--- src/include/iedu_regs.svh ---
// Register offsets, field positions and reset values of the exception entry unit
`ifndef IEDU_REGS_SVH
`define IEDU_REGS_SVH
`define IEDU_OFS_STACK_PTR   12'h000
`define IEDU_OFS_BASE        12'h004
`define IEDU_OFS_PIN_CTRL    12'h008
`define IEDU_OFS_NMI_STAT    12'h00C
`define IEDU_OFS_CONTEXT     12'h010
`define IEDU_OFS_STACKED     12'h014
`define IEDU_FLD_EN          0
`define IEDU_FLD_PIN         1
`define IEDU_FLD_LOCK        2
`define IEDU_FLD_EXT         6
`define IEDU_PSW_T           1
`define IEDU_PSW_P           10
`define IEDU_PSW_I           11
`define IEDU_STACK_STEP      21'h000004
`define IEDU_NMI_VECTOR      5'h01
`define IEDU_MASKABLE_BASE   5'h10
`define IEDU_RST_ZERO        32'h00000000
`endif

--- src/include/iedu_pkg.sv ---
// Types shared by the exception entry unit
package iedu_pkg;
    typedef enum logic [2:0] {
        IEDU_IDLE, IEDU_ADJUST, IEDU_SAVE, IEDU_CLEAR, IEDU_VECTOR, IEDU_DISPATCH
    } iedu_state_e;
    typedef logic [20:0] iedu_addr_t;
    typedef logic [15:0] iedu_word_t;
endpackage : iedu_pkg

--- src/logic/iedu_unit.sv ---
// Interrupt entry, return and pin trap sequencer with APB register access
//
// Function
// [RULE1] Entry lowers stack pointer by four first
// [RULE2] Entry pushes program counter and status word
// [RULE3] Entry clears enable, trace-pending, trace bits
// [RULE4] Vector number read from vector register
// [RULE5] Entry address is base plus twice vector
// [RULE6] Entry word padded zero below and above
// [RULE7] Base is 21 bits, top five, bit0 zero
// [RULE8] Thirty-two entries; pin trap uses vector one
// [RULE9] Software keeps routine addresses below C000
// [RULE10] Return pops context, raises pointer by four
// [RULE11] Stack grows down, shrinks up
// [RULE12] Software sets stack pointer and base first
// [RULE13] Pin falling edge raises trap when enabled
// [RULE14] Pin passes internal two-stage synchroniser
// [RULE15] Reset clears one-shot and lock bits
// [RULE16] Taken trap clears one-shot enable
// [RULE17] Handler re-arms one-shot enable if wanted
// [RULE18] Lock stays until reset, every edge traps
// [RULE19] Lock set makes one-shot bit ignored
// [RULE20] Vector register gives 5-bit highest source
// [RULE21] Entry steps run in fixed order
`timescale 1ns/100ps
`include "iedu_regs.svh"
module iedu_unit
    import iedu_pkg::*;
(
    // Clock and reset
    input  wire logic            REF_CLK,
    input  wire logic            SYS_RST,
    // APB slave
    input  wire logic            PSEL,
    input  wire logic            PENABLE,
    input  wire logic            PWRITE,
    input  wire logic [11:0]     PADDR,
    input  wire logic [31:0]     PWDATA,
    output logic                 PREADY,
    output logic [31:0]          PRDATA,
    output logic                 PSLVERR,
    // Pin
    input  wire logic            NMI_PIN_N,
    // Core side
    input  wire logic            MASKABLE_REQ,
    input  wire logic            RETURN_FROM_EXCEPTION,
    input  wire iedu_pkg::iedu_addr_t PROGRAM_COUNTER_IN,
    input  wire iedu_pkg::iedu_word_t PSW_IN,
    input  wire logic [4:0]      VECTOR_REGISTER_VALUE,
    // Dispatch table read
    output iedu_pkg::iedu_addr_t TABLE_ADDR,
    output logic                 TABLE_RD,
    input  wire iedu_pkg::iedu_word_t TABLE_DATA,
    // Results to core
    output iedu_pkg::iedu_addr_t PROGRAM_COUNTER,
    output iedu_pkg::iedu_word_t PROCESSOR_STATUS_WORD,
    output logic                 PC_LOAD,
    output logic                 ENTRY_BUSY,
    output logic                 TRAP_TAKEN
);
    iedu_state_e state, next_state;
    iedu_addr_t  irq_stack_pointer, next_irq_stack_pointer;
    iedu_addr_t  dispatch_table_base, next_dispatch_table_base;
    iedu_addr_t  saved_pc, next_saved_pc;
    iedu_word_t  saved_psw, next_saved_psw;
    iedu_addr_t  pc_q, next_pc_q;
    iedu_word_t  psw_q, next_psw_q;
    iedu_addr_t  taddr, next_taddr;
    logic [4:0]  vec, next_vec;
    logic        pc_load, next_pc_load;
    logic        trd, next_trd;
    logic        trap, next_trap;
    logic        pin_ctrl_en, next_pin_ctrl_en;
    logic        nmi_sticky_lock, next_nmi_sticky_lock;
    logic        ext_flag, next_ext_flag;
    logic        pend, next_pend;
    logic        sync1, sync2, pin_prev;
    logic        next_sync1, next_sync2, next_pin_prev;
    logic [31:0] rdata, next_rdata;
    logic        wr, rd, rd_setup, edge_fall, armed, pin_event;

    // [RULE14] Two-stage synchroniser; only the second stage feeds logic
    always_comb begin
        next_sync1    = NMI_PIN_N;
        next_sync2    = sync1;
        next_pin_prev = sync2;
    end

    // Stages reset to the pin's idle level, so release gives no false edge
    always_ff @(posedge REF_CLK or posedge SYS_RST) begin
        if (SYS_RST) begin
            sync1    <= 1'b1;
            sync2    <= 1'b1;
            pin_prev <= 1'b1;
        end else begin
            sync1    <= next_sync1;
            sync2    <= next_sync2;
            pin_prev <= next_pin_prev;
        end
    end

    assign wr = PSEL && PENABLE && PWRITE;
    assign rd = PSEL && PENABLE && !PWRITE;
    // [RULE13] Falling edge detect
    assign edge_fall = pin_prev && !sync2;
    // [RULE19] Lock overrides one-shot
    assign armed = nmi_sticky_lock || pin_ctrl_en;
    // Read data is fetched in the setup phase of a read
    assign rd_setup  = PSEL && !PENABLE && !PWRITE;
    assign pin_event = edge_fall && armed;

    always_comb begin
        next_state               = state;
        next_irq_stack_pointer   = irq_stack_pointer;
        next_dispatch_table_base = dispatch_table_base;
        next_saved_pc            = saved_pc;
        next_saved_psw           = saved_psw;
        next_pc_q                = pc_q;
        next_psw_q               = psw_q;
        next_taddr               = taddr;
        next_vec                 = vec;
        next_pc_load             = 1'b0;
        next_trd                 = 1'b0;
        next_trap                = 1'b0;
        next_pin_ctrl_en         = pin_ctrl_en;
        next_nmi_sticky_lock     = nmi_sticky_lock;
        next_ext_flag            = ext_flag;
        next_pend                = pend;
        // Register writes
        if (wr) begin
            if (PADDR == `IEDU_OFS_STACK_PTR) begin
                next_irq_stack_pointer = PWDATA[20:0];
            end else if (PADDR == `IEDU_OFS_BASE) begin
                // [RULE7] Fixed zero bits
                next_dispatch_table_base = {5'h00, PWDATA[15:1], 1'b0};
            end else if (PADDR == `IEDU_OFS_PIN_CTRL) begin
                next_pin_ctrl_en = PWDATA[`IEDU_FLD_EN];
                // [RULE18] Lock only sets
                if (PWDATA[`IEDU_FLD_LOCK]) begin
                    next_nmi_sticky_lock = 1'b1;
                end
            end
        end
        // Status clears on read, only the bit that the read reported
        if (rd && (PADDR == `IEDU_OFS_NMI_STAT)) begin
            next_ext_flag = ext_flag && !rdata[`IEDU_FLD_EXT];
        end
        // [RULE21] Ordered entry sequence
        case (state)
            IEDU_IDLE: begin
                if (RETURN_FROM_EXCEPTION) begin
                    // [RULE10] Pop context and raise pointer
                    next_pc_q    = saved_pc;
                    next_psw_q   = saved_psw;
                    next_pc_load = 1'b1;
                    // [RULE11] Stack shrinks upward
                    next_irq_stack_pointer = irq_stack_pointer + `IEDU_STACK_STEP;
                end else if (pend || MASKABLE_REQ) begin
                    next_state = IEDU_ADJUST;
                end
            end
            IEDU_ADJUST: begin
                // [RULE1] Lower pointer by four
                next_irq_stack_pointer = irq_stack_pointer - `IEDU_STACK_STEP;
                next_state = IEDU_SAVE;
            end
            IEDU_SAVE: begin
                // [RULE2] Save context
                next_saved_pc  = PROGRAM_COUNTER_IN;
                next_saved_psw = PSW_IN;
                next_state     = IEDU_CLEAR;
            end
            IEDU_CLEAR: begin
                // [RULE3] Clear I, P and T
                next_psw_q = PSW_IN;
                next_psw_q[`IEDU_PSW_I] = 1'b0;
                next_psw_q[`IEDU_PSW_P] = 1'b0;
                next_psw_q[`IEDU_PSW_T] = 1'b0;
                next_state = IEDU_VECTOR;
            end
            IEDU_VECTOR: begin
                // [RULE8] Pin trap vector one, else maskable
                if (pend) begin
                    next_vec  = `IEDU_NMI_VECTOR;
                    next_pend = 1'b0;
                    next_trap = 1'b1;
                end else begin
                    // [RULE4] [RULE20] Maskable vector read
                    next_vec = VECTOR_REGISTER_VALUE | `IEDU_MASKABLE_BASE;
                end
                next_state = IEDU_DISPATCH;
            end
            IEDU_DISPATCH: begin
                // [RULE5] Base plus twice the vector
                next_taddr = dispatch_table_base + {15'h0000, vec, 1'b0};
                next_trd   = 1'b1;
                if (trd) begin
                    // [RULE6] Pad entry with zeros
                    next_pc_q    = {4'h0, TABLE_DATA, 1'b0};
                    next_pc_load = 1'b1;
                    next_trd     = 1'b0;
                    next_state   = IEDU_IDLE;
                end
            end
            default: next_state = IEDU_IDLE;
        endcase
        // [RULE13] Trap request on edge when armed
        // After the sequencer, so a new edge beats the pend clear in VECTOR
        if (pin_event) begin
            next_pend     = 1'b1;
            next_ext_flag = 1'b1;
            // [RULE16] One-shot self clears
            if (!nmi_sticky_lock) begin
                next_pin_ctrl_en = 1'b0;
            end
        end
    end

    // Read data is captured in the setup phase so it stands through the access phase
    // Only the status read has a side effect, taken later at the access edge
    always_comb begin
        next_rdata = `IEDU_RST_ZERO;
        if (rd_setup) begin
            if (PADDR == `IEDU_OFS_STACK_PTR) begin
                next_rdata = {11'h000, irq_stack_pointer};
            end else if (PADDR == `IEDU_OFS_BASE) begin
                next_rdata = {11'h000, dispatch_table_base};
            end else if (PADDR == `IEDU_OFS_PIN_CTRL) begin
                next_rdata[`IEDU_FLD_EN]   = pin_ctrl_en;
                next_rdata[`IEDU_FLD_PIN]  = sync2;
                next_rdata[`IEDU_FLD_LOCK] = nmi_sticky_lock;
            end else if (PADDR == `IEDU_OFS_NMI_STAT) begin
                next_rdata[`IEDU_FLD_EXT] = ext_flag;
            end else if (PADDR == `IEDU_OFS_CONTEXT) begin
                next_rdata = {11'h000, saved_pc};
            end else if (PADDR == `IEDU_OFS_STACKED) begin
                next_rdata = {16'h0000, saved_psw};
            end
        end
    end

    always_ff @(posedge REF_CLK or posedge SYS_RST) begin
        if (SYS_RST) begin
            rdata <= `IEDU_RST_ZERO;
        end else begin
            rdata <= next_rdata;
        end
    end

    // [RULE15] Reset clears enables
    always_ff @(posedge REF_CLK or posedge SYS_RST) begin
        if (SYS_RST) begin
            state               <= IEDU_IDLE;
            irq_stack_pointer   <= 21'h000000;
            dispatch_table_base <= 21'h000000;
            saved_pc            <= 21'h000000;
            saved_psw           <= 16'h0000;
            pc_q                <= 21'h000000;
            psw_q               <= 16'h0000;
            taddr               <= 21'h000000;
            vec                 <= 5'h00;
            pc_load             <= 1'b0;
            trd                 <= 1'b0;
            trap                <= 1'b0;
            pin_ctrl_en         <= 1'b0;
            nmi_sticky_lock     <= 1'b0;
            ext_flag            <= 1'b0;
            pend                <= 1'b0;
        end else begin
            state               <= next_state;
            irq_stack_pointer   <= next_irq_stack_pointer;
            dispatch_table_base <= next_dispatch_table_base;
            saved_pc            <= next_saved_pc;
            saved_psw           <= next_saved_psw;
            pc_q                <= next_pc_q;
            psw_q               <= next_psw_q;
            taddr               <= next_taddr;
            vec                 <= next_vec;
            pc_load             <= next_pc_load;
            trd                 <= next_trd;
            trap                <= next_trap;
            pin_ctrl_en         <= next_pin_ctrl_en;
            nmi_sticky_lock     <= next_nmi_sticky_lock;
            ext_flag            <= next_ext_flag;
            pend                <= next_pend;
        end
    end

    // Zero-wait APB; read data is registered so a read returns the setup-phase value
    assign PREADY                = 1'b1;
    assign PSLVERR               = 1'b0;
    assign PRDATA                = rdata;
    // Table address and strobe come straight from flip-flops
    assign TABLE_ADDR            = taddr;
    assign TABLE_RD              = trd;
    assign PROGRAM_COUNTER       = pc_q;
    assign PROCESSOR_STATUS_WORD = psw_q;
    assign PC_LOAD               = pc_load;
    assign ENTRY_BUSY            = (state != IEDU_IDLE);
    assign TRAP_TAKEN            = trap;
endmodule : iedu_unit

--- config.mk ---
export PLATFORM = sky130hd
export DESIGN_NAME = iedu_unit
export DESIGN_NICKNAME = d
export VERILOG_FILES = /design/src/include/iedu_pkg.sv /design/src/logic/iedu_unit.sv
export VERILOG_INCLUDE_DIRS = /design/src /design/src/include
export SDC_FILE = /design/constraint.sdc
export NUM_CORES = 1
export LEC_CHECK = 0
export ABC_AREA = 1
export BUFFER_PORTS_ARGS = -buffer_cell sky130_fd_sc_hd__buf_2
export CORE_MARGIN = 4
export CORE_UTILIZATION = 59
export CTS_CLUSTER_DIAMETER = 100
export DETAILED_ROUTE_END_ITERATION = 8
export GPL_TIMING_DRIVEN = 0
export MAX_ROUTING_LAYER = met4
export PLACE_DENSITY = 0.86
export SLEW_MARGIN = 10
export SYNTH_ARGS = -nofsm -noshare
export SYNTH_HDL_FRONTEND = slang
export SYNTH_SLANG_ARGS = --single-unit
--- constraint.sdc ---
create_clock -name REF_CLK -period 14.1 [get_ports REF_CLK]
set_input_delay 0.705 -clock REF_CLK [delete_from_list [all_inputs] [get_ports REF_CLK]]
set_output_delay 0.705 -clock REF_CLK [all_outputs]
set_load 0.02 [all_outputs]
==> results.txt <==
post-route cell area: 10600 um^2
Hold Vio Cnt, Final: 0
CP Class: reg -> out
routing usage on met3: 5.03%
post-synthesis cell type count: 41
P_sw: 844 uW
ys flop type: dfrtp_1
dpl cells: 1536
#FFs+latches synth: 165
min cycle time layout: 2.44 ns
Initial Util: 60.4%
Clock Path Buffers: 2
number of DRC markers in iteration 0: 934
GR Layer Usage met2: 53.1%
Net Sw Frac: 42.3%
total CTS buffers: 17
share of cells above drive strength 1: 19.7%
Ys Warns: 0
setup TNS: 0 ns
clk root buf: clkbuf_16
final setup vio count: 0
fin crit share: 17.3%
Pre-antenna DRT Iters: 6
CP Capture Point: ENTRY_BUSY
GR peak layer: met2
actual slew at the worst max-slew pin: 0.730 ns
ANT nets after route: 0
worst ir drop on vdd: 0.0929 mV
Layout area overhead: 20.4%
Die Y: 130 um
drt total wl: 27.8 mm
post-synthesis sequential area ratio: 47.1%
FF/Latch Area: 4130 um^2
Via density: 5.77
run status: complete, no violations
Seq pwr share: 36.7%
Finished Layout Cells: 1570
Die Span X: 130 um
multi-input logic area: 3860 um^2
f_max: 409 MHz
initial antenna violation count: 2
final-stage net count: 1489
die area: 16900 um^2
Slew headroom: 51.0%
Pint: 1.15 mW
worst path arrival time: 1.74 ns
unrepaired setup endpoints after global routing: no
reg2reg start: state[1]
part of the power in the clock network: 23.1%
Pwr Density: 189 nW/um^2
Worst Reg-to-Reg Cells: 9
Util after Layout: 72.8%
num rows: 44
Mapped Cells: 1160
clk slew on worst S/H paths: 0.07 ns
Combinational Power Share: 40.2%
total power: 2.00 mW
Worst Setup End Kind: primary output
Tightest Hold Check Type: in -> async
total gr overflow: 0
final hold slack: 0.340 ns
CP max FO: 7
DRC: 0
Place WS: 11.44 ns
Post-DP Area: 9980 um^2
Filler cells: 1193
Syn Std Cell Area: 8780 um^2
clk_lat worst skew: 0.43 ns
R2R Path End: irq_stack_pointer[10]
All-Layer GR Usage: 34.2%
critical path launch point: state[1]
post-CTS setup buffers: 0
global-route wire length before repair: 42.8 mm
Sink Count: 165
WL per Instance: 17.7 um
EDFF count, synth: 0
hpwl dp: 20.9 mm
GRT met1 Usage: 44.0%
post-CTS sizing: 0
PortBufs: 175
hold-fix buffers at CTS: 0
clock tree from TritonCTS: done
Leak: 5.50 nW
Post-synth ARST share: 100%
Max-cap violations: 0
DR vias: 9061
Avg Cell Area, Syn: 7.57 um^2
r2r setup slk: 11.86 ns
CTS H-tree lvls: 4
Final Wtd Congestion: 1.02
Clock Skews: 0.00868 ns
largest net degree at the start of global routing: 86
Slew Viols, Final: 0
io pins: 206
Final WS setup: 11.66 ns
vias in the first global route: 8349
Worst EP required: 13.40 ns
Core Area: 14500 um^2
Startpoint Class: flop
==> per-layer routing <==
metal	up-vias	share of wire, %
met4	0	5.1
met3	110	10
met2	545	47
li1	4163	-
met1	4243	38
met5	-	0
==> cell usage after synthesis (all sizes together), types with 14 or more instances <==
master | number | area, um^2
inv | 135 | 507
mux2 | 14 | 158
a21oi | 47 | 239
o21ai | 89 | 445
nor3 | 14 | 86.3
dfrtp | 162 | 4050
nand4 | 16 | 100
nor2 | 132 | 505
nand3 | 119 | 596
nand2 | 296 | 1110
buf | 32 | 221
o22ai | 27 | 194
clkbuf | 31 | 116
==> sequential cells by signal (all words and copies together) (netlist names) <==
name and count:
PROCESSOR_STATUS_WORD 16, vec 5, saved_pc 21, dispatch_table_base 15, TABLE_ADDR 16, pin_ctrl_en 1
saved_psw 16, pend 1, next_sync2 1, pin_prev 1, PRDATA 21, next_pin_prev 1
PROGRAM_COUNTER 21, state 3, nmi_sticky_lock 1, TABLE_RD 1, irq_stack_pointer 21, TRAP_TAKEN 1
PC_LOAD 1, ext_flag 1
==> layout make-up <==
type,instances,share of cell area (%)
inverters,135,4.86
repair buffers,176,8.54
clock buffers,20,4.41
plain buffers,63,3.19
diodes,2,0.0473
flip-flops and latches,165,39.1
multi-input cells,813,36.5
clock inverters,12,1.14
well taps,184,2.18
==> worst max-delay path, cell delays in order (launching register included) <==
cell and delay (ns):
dfrtp_1 0.45, nor2_1 0.16, inv_1 0.08, nor2_2 0.29, inv_1 0.14, buf_2 0.19
==> power groups by stage <==
stage,Clock [mW],Combinational [mW],Sequential [mW]
detailed placement,0,0.786,0.734
floorplan,0,0.485,0.780
global route,0.480,0.889,0.746
finish,0.460,0.803,0.733
CTS,0.457,0.794,0.728
global placement,0,0.766,0.728
==> cell usage in the layout (no fill, tap or decap), types with 4 or more instances in the layout <==
cell / count
a21oi_1: 46
inv_2: 5
buf_4: 18
nor3_1: 12
clkbuf_1: 31
nor2_2: 4
conb_1: 18
ha_1: 7
nand3_1: 119
o22ai_2: 4
o211ai_1: 12
dfrtp_1: 162
nand2_1: 296
nand4_1: 16
clkinv_4: 5
o22ai_1: 23
clkbuf_16: 17
nor2_1: 128
mux2_2: 14
buf_2: 184
inv_1: 129
o21ai_0: 79
o21ai_1: 10
==> cell families after synthesis <==
| group | share of synthesized area (%) |
|---|---|
| compound gates | 11.9 |
| xor+xnor | 0.399 |
| fa+ha+maj | 1.23 |
| buf+inv | 9.62 |
| flops | 47.1 |
| mux | 1.80 |
| other cells | 0.0855 |
| simple gates | 27.9 |
==> worst min-delay path by stage <==
stage               slack (ns)  cells after the start       endpoint
CTS                       0.36                      0  next_pin_prev
detailed placement        0.35                      0  next_pin_prev
finish                    0.34                      2  TABLE_ADDR[2]
global placement          0.35                      0  next_pin_prev
floorplan                 0.35                      0  next_pin_prev
global route              0.36                      0  next_pin_prev
Power figures use the tool's default switching activity.
